===== src/verilog/acc_defs.svh =====
// Register map, field positions and reset values of the channel config bank
`ifndef ACC_DEFS_SVH
`define ACC_DEFS_SVH
// Register page and addresses
`define ACC_PAGE0          8'h00
`define ACC_ADDR_TRIM      8'h49
`define ACC_ADDR_PHASE     8'h4A
`define ACC_ADDR_SEL       8'h4B
`define ACC_ADDR_GAIN      8'h4C
// Reset values
`define ACC_RST_TRIM       8'h80
`define ACC_RST_ZERO       8'h00
// Writable bit masks, reserved bits cleared
`define ACC_MASK_TRIM      8'hF0
`define ACC_MASK_PHASE     8'hFF
`define ACC_MASK_SEL       8'hFD
`define ACC_MASK_GAIN      8'hFC
// Field positions
`define ACC_TRIM_HI        7
`define ACC_TRIM_LO        4
`define ACC_KIND_BIT       7
`define ACC_SRC_HI         6
`define ACC_SRC_LO         5
`define ACC_DC_BIT         4
`define ACC_IMP_HI         3
`define ACC_IMP_LO         2
`define ACC_ALE_BIT        0
`define ACC_GAIN_HI        7
`define ACC_GAIN_LO        2
`define ACC_GLOBAL_ALE_BIT 3
// Trim and gain figures
`define ACC_TRIM_NEUTRAL   5'h08
`define ACC_GAIN_MAX       6'h2A
`define ACC_ZERO8          8'h00
`endif


===== src/verilog/acc_pkg.sv =====
// Types shared by the channel configuration bank
package acc_pkg;
   // Channel input source codes
   typedef enum logic [1:0] {
      ACC_SRC_DIFF   = 2'h0,
      ACC_SRC_SINGLE = 2'h1,
      ACC_SRC_PDM    = 2'h2,
      ACC_SRC_RSVD   = 2'h3
   } acc_src_e;
   // Impedance codes
   typedef enum logic [1:0] {
      ACC_IMP_2K5  = 2'h0,
      ACC_IMP_10K  = 2'h1,
      ACC_IMP_20K  = 2'h2,
      ACC_IMP_RSVD = 2'h3
   } acc_imp_e;
endpackage


===== src/verilog/acc_regs.sv =====
// Channel 3 and channel 4 configuration register bank with decode
`timescale 1ns/100ps
`include "acc_defs.svh"
module acc_regs
   import acc_pkg::*;
#(
   parameter int PH_W = 8
) (
   // Clock, reset and freeze
   input  wire logic              ref_clk,
   input  wire logic              rst,
   input  wire logic              ce,
   // Register access port
   input  wire logic [7:0]        reg_page,
   input  wire logic [7:0]        reg_addr,
   input  wire logic              reg_wr,
   input  wire logic [7:0]        reg_wdata,
   input  wire logic              reg_rd,
   output logic      [7:0]        reg_rdata,
   output logic                   reg_ack,
   // Channel 3 trim and delay
   input  wire logic              mod_tick,
   input  wire logic              ch3_sample_in,
   output logic      [3:0]        ch3_gain_trim_code,
   output logic signed [4:0]      ch3_trim_tenth_db,
   output logic      [PH_W-1:0]   ch3_phase_delay_code,
   output logic                   ch3_delayed_sample,
   // Channel 4 raw fields
   output logic                   ch4_input_kind,
   output logic      [1:0]        ch4_source_select,
   output logic                   ch4_coupling_select,
   output logic      [1:0]        ch4_impedance_select,
   output logic                   ch4_auto_level_enable,
   output logic      [5:0]        ch4_coarse_gain_code,
   // Channel 4 decoded controls
   input  wire logic [7:0]        auto_level_global_config,
   output logic                   ch4_analog_diff,
   output logic                   ch4_analog_single,
   output logic                   ch4_pdm_input,
   output logic                   ch4_coupling_select_coupled,
   output logic      [2:0]        ch4_impedance_select_onehot,
   output logic                   ch4_auto_level_active,
   output logic      [5:0]        ch4_coarse_gain_code_db
);

   localparam int DEPTH = 1 << PH_W;   // Delay line length

   // Refuse widths the delay line cannot serve
   if (PH_W != 8) begin : g_bad_width
      $error("acc_regs: phase width must be 8");
   end

   logic [PH_W-1:0] wptr_r;             // Delay line write pointer
   logic            dly_mem [DEPTH];    // Delay line storage
   logic            page_hit;           // Access targets page 0
   logic            wr_trim;            // Write strobes per register
   logic            wr_phase;
   logic            wr_sel;
   logic            wr_gain;
   logic [7:0]      sel_img;            // Read images
   logic [7:0]      gain_img;
   logic [7:0]      trim_img;
   logic [7:0]      rd_nxt;             // Read data next value
   logic            analog_src;         // Analog source chosen

   // Address decode on page 0
   assign page_hit = (reg_page == `ACC_PAGE0);
   assign wr_trim  = ce && reg_wr && page_hit
                     && (reg_addr == `ACC_ADDR_TRIM);
   assign wr_phase = ce && reg_wr && page_hit
                     && (reg_addr == `ACC_ADDR_PHASE);
   assign wr_sel   = ce && reg_wr && page_hit
                     && (reg_addr == `ACC_ADDR_SEL);
   assign wr_gain  = ce && reg_wr && page_hit
                     && (reg_addr == `ACC_ADDR_GAIN);

   // Register images with reserved bits at zero
   assign trim_img = {ch3_gain_trim_code, 4'h0};
   assign sel_img  = {ch4_input_kind, ch4_source_select,
                      ch4_coupling_select, ch4_impedance_select,
                      1'b0, ch4_auto_level_enable};
   assign gain_img = {ch4_coarse_gain_code, 2'h0};
   assign analog_src = (ch4_source_select == ACC_SRC_DIFF)
                       || (ch4_source_select == ACC_SRC_SINGLE);

   // Channel 3 gain trim field
   always_ff @(posedge ref_clk or posedge rst) begin
      if (rst) begin
         ch3_gain_trim_code <= 4'(`ACC_RST_TRIM >> `ACC_TRIM_LO);
      end else if (wr_trim) begin
         // Low nibble is reserved and dropped
         ch3_gain_trim_code <= reg_wdata[`ACC_TRIM_HI:`ACC_TRIM_LO];
      end
   end

   // Channel 3 phase delay field
   always_ff @(posedge ref_clk or posedge rst) begin
      if (rst) begin
         ch3_phase_delay_code <= PH_W'(`ACC_RST_ZERO);
      end else if (wr_phase) begin
         ch3_phase_delay_code <= PH_W'(reg_wdata & `ACC_MASK_PHASE);
      end
   end

   // Channel 4 input select fields
   always_ff @(posedge ref_clk or posedge rst) begin
      if (rst) begin
         ch4_input_kind        <= 1'b0;
         ch4_source_select     <= 2'h0;
         ch4_coupling_select   <= 1'b0;
         ch4_impedance_select  <= 2'h0;
         ch4_auto_level_enable <= 1'b0;
      end else if (wr_sel) begin
         // Bit 1 is reserved and never stored
         ch4_input_kind        <= reg_wdata[`ACC_KIND_BIT];
         ch4_source_select     <= reg_wdata[`ACC_SRC_HI:`ACC_SRC_LO];
         ch4_coupling_select   <= reg_wdata[`ACC_DC_BIT];
         ch4_impedance_select  <= reg_wdata[`ACC_IMP_HI:`ACC_IMP_LO];
         ch4_auto_level_enable <= reg_wdata[`ACC_ALE_BIT];
      end
   end

   // Channel 4 coarse gain field
   always_ff @(posedge ref_clk or posedge rst) begin
      if (rst) begin
         ch4_coarse_gain_code <= 6'h00;
      end else if (wr_gain) begin
         ch4_coarse_gain_code <= reg_wdata[`ACC_GAIN_HI:`ACC_GAIN_LO];
      end
   end

   // Read mux, unmapped addresses answer zero
   always_comb begin
      rd_nxt = `ACC_ZERO8;
      if (page_hit) begin
         case (reg_addr)
            `ACC_ADDR_TRIM:  rd_nxt = trim_img & `ACC_MASK_TRIM;
            `ACC_ADDR_PHASE: rd_nxt = 8'(ch3_phase_delay_code);
            `ACC_ADDR_SEL:   rd_nxt = sel_img & `ACC_MASK_SEL;
            `ACC_ADDR_GAIN:  rd_nxt = gain_img & `ACC_MASK_GAIN;
            default:         rd_nxt = `ACC_ZERO8;
         endcase
      end
   end

   // Read data and acknowledge, one cycle after the request
   always_ff @(posedge ref_clk or posedge rst) begin
      if (rst) begin
         reg_rdata <= `ACC_ZERO8;
         reg_ack   <= 1'b0;
      end else if (ce) begin
         reg_ack <= reg_rd;
         if (reg_rd) begin
            reg_rdata <= rd_nxt;
         end
      end
   end

   // Trim in tenths of a dB: code minus eight
   always_ff @(posedge ref_clk or posedge rst) begin
      if (rst) begin
         ch3_trim_tenth_db <= 5'sh00;
      end else if (ce) begin
         ch3_trim_tenth_db <= $signed({1'b0, ch3_gain_trim_code})
                              - $signed(`ACC_TRIM_NEUTRAL);
      end
   end

   // Delay line storage, written on each modulator tick
   always_ff @(posedge ref_clk) begin
      if (ce && mod_tick) begin
         dly_mem[wptr_r] <= ch3_sample_in;
      end
   end

   // Delay line pointer and tapped output
   always_ff @(posedge ref_clk or posedge rst) begin
      if (rst) begin
         wptr_r             <= PH_W'(0);
         ch3_delayed_sample <= 1'b0;
      end else if (ce && mod_tick) begin
         wptr_r <= wptr_r + PH_W'(1);
         // Code zero bypasses the line
         if (ch3_phase_delay_code == PH_W'(0)) begin
            ch3_delayed_sample <= ch3_sample_in;
         end else begin
            ch3_delayed_sample <= dly_mem[wptr_r - ch3_phase_delay_code];
         end
      end
   end

   // Source and coupling decode
   always_ff @(posedge ref_clk or posedge rst) begin
      if (rst) begin
         ch4_analog_diff   <= 1'b0;
         ch4_analog_single <= 1'b0;
         ch4_pdm_input     <= 1'b0;
         ch4_coupling_select_coupled    <= 1'b0;
      end else if (ce) begin
         // Reserved source code selects nothing
         ch4_analog_diff   <= ch4_source_select == ACC_SRC_DIFF;
         ch4_analog_single <= ch4_source_select == ACC_SRC_SINGLE;
         ch4_pdm_input     <= ch4_source_select == ACC_SRC_PDM;
         // Coupling ignored for digital input
         ch4_coupling_select_coupled    <= analog_src && ch4_coupling_select;
      end
   end

   // Impedance one-hot decode, analog sources only
   for (genvar i = 0; i < 3; i++) begin : g_imp
      always_ff @(posedge ref_clk or posedge rst) begin
         if (rst) begin
            ch4_impedance_select_onehot[i] <= 1'b0;
         end else if (ce) begin
            ch4_impedance_select_onehot[i] <= analog_src
                              && (ch4_impedance_select == 2'(i));
         end
      end
   end

   // Auto level gating and gain clamp
   always_ff @(posedge ref_clk or posedge rst) begin
      if (rst) begin
         ch4_auto_level_active <= 1'b0;
         ch4_coarse_gain_code_db           <= 6'h00;
      end else if (ce) begin
         ch4_auto_level_active <= ch4_auto_level_enable
            && auto_level_global_config[`ACC_GLOBAL_ALE_BIT];
         // Reserved codes held at the top step
         if (ch4_coarse_gain_code > `ACC_GAIN_MAX) begin
            ch4_coarse_gain_code_db <= `ACC_GAIN_MAX;
         end else begin
            ch4_coarse_gain_code_db <= ch4_coarse_gain_code;
         end
      end
   end
endmodule


===== config.mk =====
export PLATFORM = sky130hd
export DESIGN_NAME = acc_regs
export DESIGN_NICKNAME = d
export VERILOG_FILES = /design/src/verilog/acc_pkg.sv /design/src/verilog/acc_regs.sv
export VERILOG_INCLUDE_DIRS = /design/src /design/src/verilog
export SDC_FILE = /design/constraint.sdc
export NUM_CORES = 1
export LEC_CHECK = 0
export ABC_CLOCK_PERIOD_IN_PS = 5300
export BUFFER_PORTS_ARGS = -buffer_cell sky130_fd_sc_hd__clkbuf_2
export CAP_MARGIN = 20
export CORE_MARGIN = 4
export CORE_UTILIZATION = 40
export CTS_CLUSTER_DIAMETER = 40
export DETAILED_ROUTE_END_ITERATION = 7
export PLACE_DENSITY = 0.64
export SLEW_MARGIN = 10
export SYNTH_ARGS = -nofsm -noshare
export SYNTH_HDL_FRONTEND = slang
export SYNTH_SLANG_ARGS = --single-unit

===== constraint.sdc =====
create_clock -name ref_clk -period 5.3 [get_ports ref_clk]
set_clock_uncertainty 0.1 [all_clocks]
set_input_delay 1.325 -clock ref_clk [delete_from_list [all_inputs] [get_ports ref_clk]]
set_output_delay 1.325 -clock ref_clk [all_outputs]
set_load 0.005 [all_outputs]

# == Word-level counts from Yosys, hierarchy flattened ==
# Memories as Yosys holds them, arrays and structs flattened. A register that Yosys moved wholly into a read port is not among the register bits.
# Cells that the tools add are included.
# classes
n_addsub,3
n_lt_le_gt_ge,1
n_eq_ne,8
muxes,5
reduce_logical,17
# ops
cell,n
== test 8 x 7 -> 1 bit (second input constant),4
one-hot mux 8 bit (4 select lines),1
logical AND 1 bit,12
adder 8 x 1 -> 8 bit (second input constant),1
zero test 8 bit,1
two-way mux 8 bit,1
subtractor 8 bit,1
> comparator 6 bit (second input constant),1
two-way mux 6 bit,1
subtractor 4 x 4 -> 5 bit (second input constant),1
== test 2 x 1 -> 1 bit (second input constant),2
== test 2 bit (second input constant),2
zero test 2 bit,2
two-way mux 1 bit,2
AND reduction 2 bit,1
logical OR 1 bit,1
# totals
regBits,61
ram_bits,256
in_bits,39
output_inout_bits,54
word_cells,56
memories,1
# mem_list
name,depth,word_bits,rd,rd_ports_with_merged_regs,write_ports,line,rtl
dly_mem,256,1,1,1,1,acc_regs.sv:54,logic dly_mem [DEPTH];

# == Logic depth before layout (Yosys ltp) ==
# Gate-level depths: netlist of run 1.
# logic_depth
depth_word,3
ltp_mapped,15
depth_no_buf,12

# == Least setup slack after synthesis of run 1 ==
# No wires, ideal clock.
# synth_timing
path_type,register -> register
start,reg wptr_r[0]
end,reg ch3_delayed_sample (read register of dly_mem)
setup_ns,0.139
arrival_ns,3.476
t_required_ns,5.061
setup_slack_ns,1.584
stages_incl_launch_ff,12
n_path_buf,1
synth_period_minus_slack_ns,3.716
cell_sequence,dfrtp_1 -> inv_1 -> ha_1 -> fa_1 -> xnor2_2 -> buf_6 -> mux4_2 -> mux4_2 -> nand2_1 -> a31oi_1 -> a2111oi_0 -> nor4_1
# synth_between
elab_chain_len,1
# synth_lines
element,line,rtl
from (decl),acc_regs.sv:53,logic [PH_W-1:0] wptr_r;
from (signal assigned),acc_regs.sv:182,wptr_r <= wptr_r + PH_W'(1);
subtractor 8 bit,acc_regs.sv:187,ch3_delayed_sample <= dly_mem[wptr_r - ch3_phase_delay_code];
to (decl),acc_regs.sv:27,"output logic ch3_delayed_sample,"
# Every way passes these cells.
# A chain may end at the register's enable or synchronous reset.

# == Worst setup path after layout of run 1 ==
# Ends and elaborated chain as after synthesis.

==> impl_metrics.yaml, run 1 <==
cts:
  cts_inserted_buffers: 45
  cts_tree: "yes"
  htree_levels: 2
  clkLatencyLatePin_ns: 0.55
  clock-sinks: 317
  cts_resized: 0
  hold_buffers: 0
  cts_setup_buffers: 0
  cts_buffer_depth: 3
  cts.clk_slew.worst_paths_ns: 0.06
  cts_root_buf: "clkbuf_16"
route:
  wl_met1_mm: 14.42
  wirelength_mm: 34.42
  routed.top_layer: "met4"
  ant_nets: 0
  wl_met3_mm: 2.803
  wl_met2_mm: 16.60
  avgRoutedWirePerCell_um: 21.27
  dr.first_iter.drc_count: 904
  via_per_inst: 5.478
  drc: 0
  vias: 8864
  dr.pass1.iters: 6
logic_synthesis:
  yosysSeqAreaShare_pct: 65.14
  syn_area_um2: 14150
  synth_fa_ha_area_share_pct: 1.203
  synthArstFlopShare_pct: 19.24
  ys_warn_count: 0
  synth_seq_cells: 317
  yosys.cell_types.count: 55
  synth_ff_type: "edfxtp_1"
  synth-xor-area-share_pct: 1.344
  synth_area_per_cell_um2: 13.55
  synth_mux_area_share_pct: 14.31
  synth_top_family_by_area: "multiplexers"
  syn_inst: 1044
  synth-simple-area-share_pct: 11.89
  synth_edf_count: 256
  synth-compound-area-share_pct: 3.476
  synth_nets: 1096
layout:
  n_fill_cell: 3019
  n_antenna_cell: 0
  areaGrowthSynthToFinish_pct: 17.43
  stdcell_area_um2: 16610
  finalNetCount: 1180
  multi_input_area_um2: 4591
  drive_gt1_share_pct: 23.99
  layout_commonest_cell: "nor2_1"
  layout_common_cells: "271 x nor2_1, 256 x edfxtp_1, 84 x nand2_1, 84 x clkbuf_2, 68 x mux4_2"
  seq_area_um2: 9215
worst_setup_path:
  crit_top_cell: "mux4_2"
  required_ns: 5.60
  slowest_stage: "xnor2_4"
  cp_cell_sequence: "inv_1 > ha_1 > fa_4 > xnor2_4 > buf_4 > mux4_2 > mux4_2 > nand2_1 > a31oi_1 > a2111oi_0 > nor4_1"
  critPathMaxStageDelay_ns: 0.61
  cp-start-kind: "flop"
  critPathCaptureType: "flop"
  critPathKind: "flop to flop"
  arrival_ns: 4.72
  critPathMaxFanout: 11
grt:
  grt_max_degree: 158
  grt_pass1_wl_mm: 53.07
  antenna_found_initial: 0
  grt_overflow_total: 0
  grt_pass1_vias: 8968
  track_usage_pct: 17.79
timing:
  finalHoldViolations: 0
  min_period_ns: 4.419
  timing.setup.tns_ns: 0
  worst_pin_slew_ns: 1.159
  grt_setup_unrepaired: "no"
  slew_viol_final: 0
  finalSetupViolations: 0
  period_share_pct: 83.38
  fin_ws_ns: 0.8808
  relSlewSlack_pct: 22.57
  fmax_mhz: 226.3
power:
  leakagePower_uw: 0.005760
  pwr_density_cell_nw_per_um2: 494.4
  vdd_ir_drop_max_mv: 0.2501
floorplanning:
  dieArea_um2: 38440
  num_rows: 68
  die_h_um: 196.1
  io_pins: 93
  start_util_pct: 40.75
  core_region_area_um2: 34710
  die_w_um: 196.1
status:
  status: "finished clean"
placed_design:
  pre_cts_ws_ns: 0.9052
  place_congestion: 0.8059
  portBuffers: 85
  placed_area_um2: 15060
  dp_hpwl_mm: 20.24
min_path:
  hold_path.class: "flop to flop"
flow_run:
  drv_cap: 0
[where the power goes]
| group | leakage (uW) | switching (uW) | internal (uW) |
|---|---|---|---|
| logic | 0.00193 | 1300 | 1130 |
| clock network | 0.000750 | 1120 | 1880 |
| registers | 0.00308 | 54.4 | 2730 |
| total | 0.00576 | 2470 | 5740 |
[area by class of cell]
cell class                      count  share of cell area, %
Multi-Input combinational cell    636                  27.63
Clock buffer                       54                  7.486
Sequential cell                   317                  55.47
Inverter                           22                 0.4971
Tap cell                          455                  3.427
Timing Repair Buffer              106                  3.818
Clock inverter                     28                  1.672
[worst max-delay path: cells and delay by family, from the launching register on]
family,cells,cell delay (ns)
muxes,2,1.07
adders and majority gates,2,0.72
xor gates and xnor gates,1,0.61
AOI/OAI and AO/OA,2,0.59
buffers and inverters,2,0.52
DFF,1,0.45
and+or+nand+nor,2,0.22
[kinds of logic after synthesis]
| group | after synthesis |
|---|---|
| DFF | 317 |
| adders and majority gates | 13 |
| xor gates and xnor gates | 20 |
| and+or+nand+nor | 411 |
| AOI/OAI and AO/OA | 78 |
| muxes | 114 |
| buffers and inverters | 91 |
[final timing paths]
| check | from | end | slack, ns | cells after the start |
|---|---|---|---|---|
| worst max-delay path | wptr_r[0] | ch3_delayed_sample | 0.88 | 11 |
| max in group asynchronous | rst | ch4_coarse_gain_code_db[4] | 3.67 | 3 |
| min in group asynchronous | rst | reg_rdata[2] | 0.89 | 3 |
| worst min-delay path | reg_rdata[3] | reg_rdata[3] | 0.38 | 2 |
| worst max register to register | wptr_r[0] | ch3_delayed_sample | 0.88 | 11 |
| worst min register to register | reg_rdata[3] | reg_rdata[3] | 0.38 | 2 |
[layer usage]
layer	global-route usage, %	vias up
li1	-	3972
met1	24.93	4461
met2	29.10	381
met3	3.229	50
met4	4.396	0
met5	0	-
[per-stage QoR]
stage,hold WS [ns],std cells,utilization (%),power (uW)
floorplan,0.3733,1044,-,4556
global placement,0.3683,1535,43.40,5274
detailed placement,0.3742,1535,43.40,5287
CTS,0.3867,1617,47.78,8294
global route,0.4039,1618,47.86,8576
finish,0.3841,1618,47.86,8213
[sequential cells by signal, indices dropped and copies added (netlist names), 3 cells and up]
name / count
ch4_impedance_select_onehot: 3
ch4_coarse_gain_code: 6
dly_mem: 256
ch4_coarse_gain_code_db: 6
ch3_phase_delay_code: 8
ch3_gain_trim_code: 4
reg_rdata: 8
wptr_r: 8
ch3_trim_tenth_db: 4
[Yosys cell counts, drive strengths merged, types with 14 or more instances]
| master | count | area (um2) |
|---|---|---|
| nor2 | 271 | 1017 |
| buf | 14 | 85.07 |
| mux4 | 68 | 1531 |
| nand2 | 84 | 315.3 |
| mux2i | 20 | 200.2 |
| inv | 22 | 82.58 |
| nand3 | 14 | 70.07 |
| dfrtp | 60 | 1501 |
| mux2 | 26 | 292.8 |
| clkbuf | 55 | 206.5 |
| xnor2 | 15 | 146.4 |
| edfxtp | 256 | 7687 |
| o21ai | 28 | 140.1 |
Note: power is estimated with default switching activity, not from simulation.
==> run 2, diff against run 1 <==
- ABC_CLOCK_PERIOD_IN_PS: 5300 -> 4000
- PLACE_DENSITY: 0.64 -> 0.66
- clock period: 5.3 -> 4 ns (I/O delays scaled with it)
==> run 2 against run 1 <==
Against the previous run:
- worst hold slack got worse by 0.0044 ns
- sequential power up 32%
- core utilization barely moved
- register-to-register slack worse by 0.60 ns
- die area did not move
- wire length shrank 3.5%
- combinational power rose by 35%
- highest routed layer unchanged
- clock power grew 23%
- fmax grew 19%
- critical path depth grew 2
==> impl_metrics.yaml, run 2 (same netlist as run 1, synthesis figures left out) <==
layout:
  areaGrowthSynthToFinish_pct: 17.44
  drive_gt1_share_pct: 24.55
  post-route-util_pct: 47.86
  regMostFlops: "dly_mem"
  n_fill_cell: 3029
  layout_commonest_cell: "nor2_1"
  layout_common_cells: "271 x nor2_1, 256 x edfxtp_1, 84 x nand2_1, 84 x clkbuf_2, 68 x mux4_2"
  fin_cells: 1628
  n_antenna_cell: 0
  largest_reg_flops: 256
  finalNetCount: 1192
status:
  status: "finished clean"
power:
  p_switching_uw: 3198
  p_comb_share_pct: 30.8
  power_frac_clock_pct: 34.7
  vdd_ir_drop_max_mv: 0.5053
  total_power_uw: 10610
  swShare_pct: 30.15
  p_int_uw: 7407
  pwr_density_cell_nw_per_um2: 638.3
  leakagePower_uw: 0.005755
  seqPwrFrac_pct: 34.5
worst_setup_path:
  regToRegStartpoint: "wptr_r[0]"
  required_ns: 4.29
  r2r_cells: 13
  critPathCaptureType: "flop"
  r2r-end: "ch3_delayed_sample"
  cp-start-kind: "flop"
  arrival_ns: 4.01
  critPathKind: "flop to flop"
  r2r_setup_slack_ns: 0.29
  crit_start: "wptr_r[0]"
  cp_cell_sequence: "inv_1 > ha_1 > fa_4 > xnor2_4 > buf_12 > buf_4 > mux4_2 > mux2_2 > o21ai_0 > nand3_1 > o211ai_1 > nor4bb_1 > nor4_1"
  critPathMaxFanout: 32
  critPathMaxStageDelay_ns: 0.51
  slowest_stage: "mux4_2"
placed_design:
  dp_hpwl_mm: 20.37
  place_congestion: 0.8202
  portBuffers: 85
  placed_cells: 1551
timing:
  fmax_mhz: 269.2
  worst_pin_slew_ns: 1.048
  slew_viol_final: 0
  min_period_ns: 3.714
  finalHoldViolations: 0
  relSlewSlack_pct: 29.93
  timing.setup.tns_ns: 0
  finalSetupViolations: 0
  grt_setup_unrepaired: "no"
  period_share_pct: 92.86
grt:
  grt_pass1_wl_mm: 51.66
  use_met2_pct: 26.56
  top_usage_layer: "met2"
  grt_util_met1_pct: 25.23
  track_usage_pct: 17.24
  grt_pass1_vias: 8792
  grt_max_degree: 138
  antenna_found_initial: 0
  grt_overflow_total: 0
  use_met3_pct: 2.937
floorplanning:
  core_region_area_um2: 34710
  die_w_um: 196.1
  dieArea_um2: 38440
  start_util_pct: 40.75
  die_h_um: 196.1
  num_rows: 68
  io_pins: 93
min_path:
  whs_endpoint: "reg_rdata[5]"
  worstHoldStart: "reg_rdata[5]"
  min_path_cells: 2
  hold_path.class: "flop to flop"
route:
  drc: 0
  dr.first_iter.drc_count: 917
  via_per_inst: 5.459
  wirelength_mm: 33.20
  dr.pass1.iters: 7
  vias: 8888
  avgRoutedWirePerCell_um: 20.39
  ant_nets: 0
cts:
  cts_inserted_buffers: 42
  clkLatencyLatePin_ns: 0.54
  hold_buffers: 0
  cts.clk_slew.worst_paths_ns: 0.05
  cts_resized: 0
  cts_root_buf: "clkbuf_16"
  cts_buffer_depth: 3
  cts_tree: "yes"
  htree_levels: 2
  clock-sinks: 317
  cts_setup_buffers: 0
flow_run:
  drv_cap: 0
-- run 2: cell types whose count changed in the layout (fill, tap and decap cells not counted), moves of 2 or more --
cell / previous run / this run
clkinv_8: 0 / 2
clkbuf_8: 2 / 0
buf_4: 18 / 31
clkbuf_16: 48 / 43
clkinvlp_4: 1 / 3
inv_4: 2 / 0
buf_12: 2 / 5
-- run 2: worst max path at each step --
| stage | cells past startpoint | slack (ns) | to |
|---|---|---|---|
| 3_3_place_gp | 12 | 0.30 | ch3_delayed_sample |
| 2_1_floorplan | 11 | 0.28 | ch3_delayed_sample |
| 4_1_cts | 13 | 0.25 | ch3_delayed_sample |
| 5_1_grt | 13 | 0.03 | ch3_delayed_sample |
| 3_5_place_dp | 12 | 0.25 | ch3_delayed_sample |
| 6_report | 13 | 0.29 | ch3_delayed_sample |
-- run 2: metal layers --
layer	routed length (um)	vias up
met4	959	0
met2	15230	381
met5	0	-
li1	-	3993
met1	14260	4446
met3	2752	68
-- run 2: power groups by stage --
stage / combinational (uW) / clock [uW] / sequential (uW)
after floorplan: 2320 / 0 / 3710
after global placement: 3280 / 0 / 3720
after detailed placement: 3300 / 0 / 3720
after CTS: 3310 / 3750 / 3650
after global routing: 3550 / 3900 / 3660
final: 3270 / 3680 / 3660
-- run 2: through the flow --
| step | hold WS, ns | cell area [um2] | setup slack [ns] |
|---|---|---|---|
| detailed placement | 0.3726 | 15220 | 0.2546 |
| global placement | 0.3683 | 15220 | 0.3002 |
| finish | 0.3797 | 16610 | 0.2857 |
| CTS | 0.3843 | 16610 | 0.2512 |
| global route | 0.4140 | 16610 | 0.02599 |
| floorplan | 0.3733 | 14150 | 0.2844 |
-- run 2: cell type report --
cell class                      instances  area [um2]  share of cell area (%)
Timing Repair Buffer                  121       764.5                   4.601
Multi-Input combinational cell        636        4591                   27.63
Clock inverter                         29       297.8                   1.792
Sequential cell                       317        9215                   55.46
Tap cell                              455       569.3                   3.426
Inverter                               22       82.58                  0.4970
Clock buffer                           48        1095                   6.589
-- run 2: critical path, delay by kind of cell, from the launching register on --
kind | cells | cell delay (ns)
mux | 2 | 0.79
fa+ha+maj | 2 | 0.68
buf+inv | 3 | 0.60
simple gates | 3 | 0.43
compound gates | 2 | 0.40
flops | 1 | 0.35
xor+xnor | 1 | 0.20
==> run 3, diff against run 2 <==
- REMOVE_ABC_BUFFERS: default -> 1
==> run 3 against run 2 <==
Against the previous run:
- core utilization grew 0.29 points
- fmax shrank 0.50%
- largest cell class unchanged
- via count grew 0.41%
- final area grew 0.60%
- critical path depth shrank 2
- sequential share of layout area shrank 0.33 points
- die area is the same
- largest power group unchanged
- setup slack lost 0.019 ns
- total power grew 1.8%
==> impl_metrics.yaml, run 3 (same netlist as run 1, synthesis figures left out) <==
min_path:
  hold_path.class: "flop to flop"
timing:
  fmax_mhz: 267.9
  slew_viol_final: 0
  grt_setup_unrepaired: "no"
  fin_ws_ns: 0.2671
  worst_pin_slew_ns: 0.9691
  min_period_ns: 3.733
  finalSetupViolations: 0
  finalHoldViolations: 0
  relSlewSlack_pct: 35.39
  period_share_pct: 93.32
cts:
  hold_buffers: 0
  htree_levels: 2
  clock-sinks: 317
  cts_root_buf: "clkbuf_16"
  cts_buffer_depth: 3
  cts_setup_buffers: 0
  cts.clk_slew.worst_paths_ns: 0.06
  cts_resized: 0
  cts_tree: "yes"
  clkLatencyLatePin_ns: 0.53
  cts_inserted_buffers: 42
flow_run:
  drv_cap: 0
placed_design:
  place_congestion: 0.8174
  pre_cts_ws_ns: 0.2635
  placed_area_um2: 15270
  dp_hpwl_mm: 21.67
  portBuffers: 85
  placed_cells: 1558
layout:
  layout_commonest_cell: "nor2_1"
  fin_cells: 1634
  finalNetCount: 1199
  stdcell_area_um2: 16710
  n_antenna_cell: 0
  largest_reg_flops: 256
  regMostFlops: "dly_mem"
  areaGrowthSynthToFinish_pct: 18.15
  layout_common_cells: "271 x nor2_1, 256 x edfxtp_1, 84 x nand2_1, 84 x clkbuf_2, 68 x mux4_2"
  drive_gt1_share_pct: 25.19
floorplanning:
  die_h_um: 196.1
  start_util_pct: 40.75
  io_pins: 93
  num_rows: 68
  core_region_area_um2: 34710
  die_w_um: 196.1
  dieArea_um2: 38440
worst_setup_path:
  arrival_ns: 4.03
  critPathKind: "flop to flop"
  cp-start-kind: "flop"
  critPathCaptureType: "flop"
  critPathMaxFanout: 22
  required_ns: 4.30
power:
  p_int_uw: 7568
  pwr_density_cell_nw_per_um2: 645.7
  seqPwrFrac_pct: 34.0
  swShare_pct: 29.87
  p_switching_uw: 3224
  vdd_ir_drop_max_mv: 0.3819
  p_comb_share_pct: 30.6
  leakagePower_uw: 0.005824
  power_frac_clock_pct: 35.4
route:
  dr.pass1.iters: 5
  avgRoutedWirePerCell_um: 20.95
  via_per_inst: 5.461
  ant_nets: 0
  dr.first_iter.drc_count: 722
  wirelength_mm: 34.24
  drc: 0
  vias: 8924
grt:
  grt_overflow_total: 0
  grt_pass1_wl_mm: 52.66
  grt_pass1_vias: 8972
  grt_max_degree: 115
  track_usage_pct: 17.62
  antenna_found_initial: 0
status:
  status: "finished clean"
==> run 3: worst paths after layout <==
check	start	end	slack (ns)	cells past startpoint
worst max-delay path	wptr_r[0]	ch3_delayed_sample	0.27	11
worst min-delay path	reg_rdata[5]	reg_rdata[5]	0.38	2
worst max register to register	wptr_r[0]	ch3_delayed_sample	0.27	11
worst min register to register	reg_rdata[5]	reg_rdata[5]	0.38	2
max in group asynchronous	rst	ch4_coarse_gain_code[3]	2.67	3
min in group asynchronous	rst	ch3_gain_trim_code[1]	0.41	2
==> run 3: final cells by class <==
| type | count | area (um2) |
|---|---|---|
| fillers | 2992 | 18000 |
| flip-flops and latches | 317 | 9215 |
| multi-input cells | 636 | 4591 |
| clock buffers | 49 | 1109 |
| repair buffers | 128 | 817.0 |
| well taps | 455 | 569.3 |
| clock inverters | 27 | 331.6 |
| inverters | 22 | 82.58 |
==> run 3: layer usage <==
layer | routed length [um] | track usage (%)
met1 | 14380 | 24.53
met2 | 16240 | 28.32
met3 | 2820 | 3.400
met4 | 788 | 5.456
met5 | 0 | 0
==> run 3: power by group through the flow <==
stage	Clock (uW)	Combinational [uW]	Sequential, uW
2_1_floorplan	0	2270	3730
6_report	3820	3300	3670
4_1_cts	3880	3350	3670
5_1_grt	4030	3580	3680
3_3_place_gp	0	3310	3740
3_5_place_dp	0	3330	3740
==> run 3: worst max-delay path: stages, from the launching register on <==
cell and delay (ns):
dfrtp_1 0.34, inv_1 0.11, ha_1 0.21, fa_4 0.49, xnor2_4 0.26, buf_12 0.24, mux4_2 0.55, mux4_2 0.52
o21ai_1 0.18, a21oi_1 0.08, a2111oi_0 0.39, nor4_1 0.11
==> run 3: per-stage QoR <==
| step | utilization (%) | power, uW | setup TNS [ns] | hold slack, ns |
|---|---|---|---|---|
| finish | 48.15 | 10790 | 0 | 0.3826 |
| global route | 48.15 | 11290 | 0 | 0.4125 |
| CTS | 48.15 | 10900 | 0 | 0.3844 |
| detailed placement | 44.00 | 7073 | 0 | 0.3725 |
| global placement | 44.00 | 7049 | 0 | 0.3655 |
| floorplan | - | 5994 | -1.680 | 0.3733 |
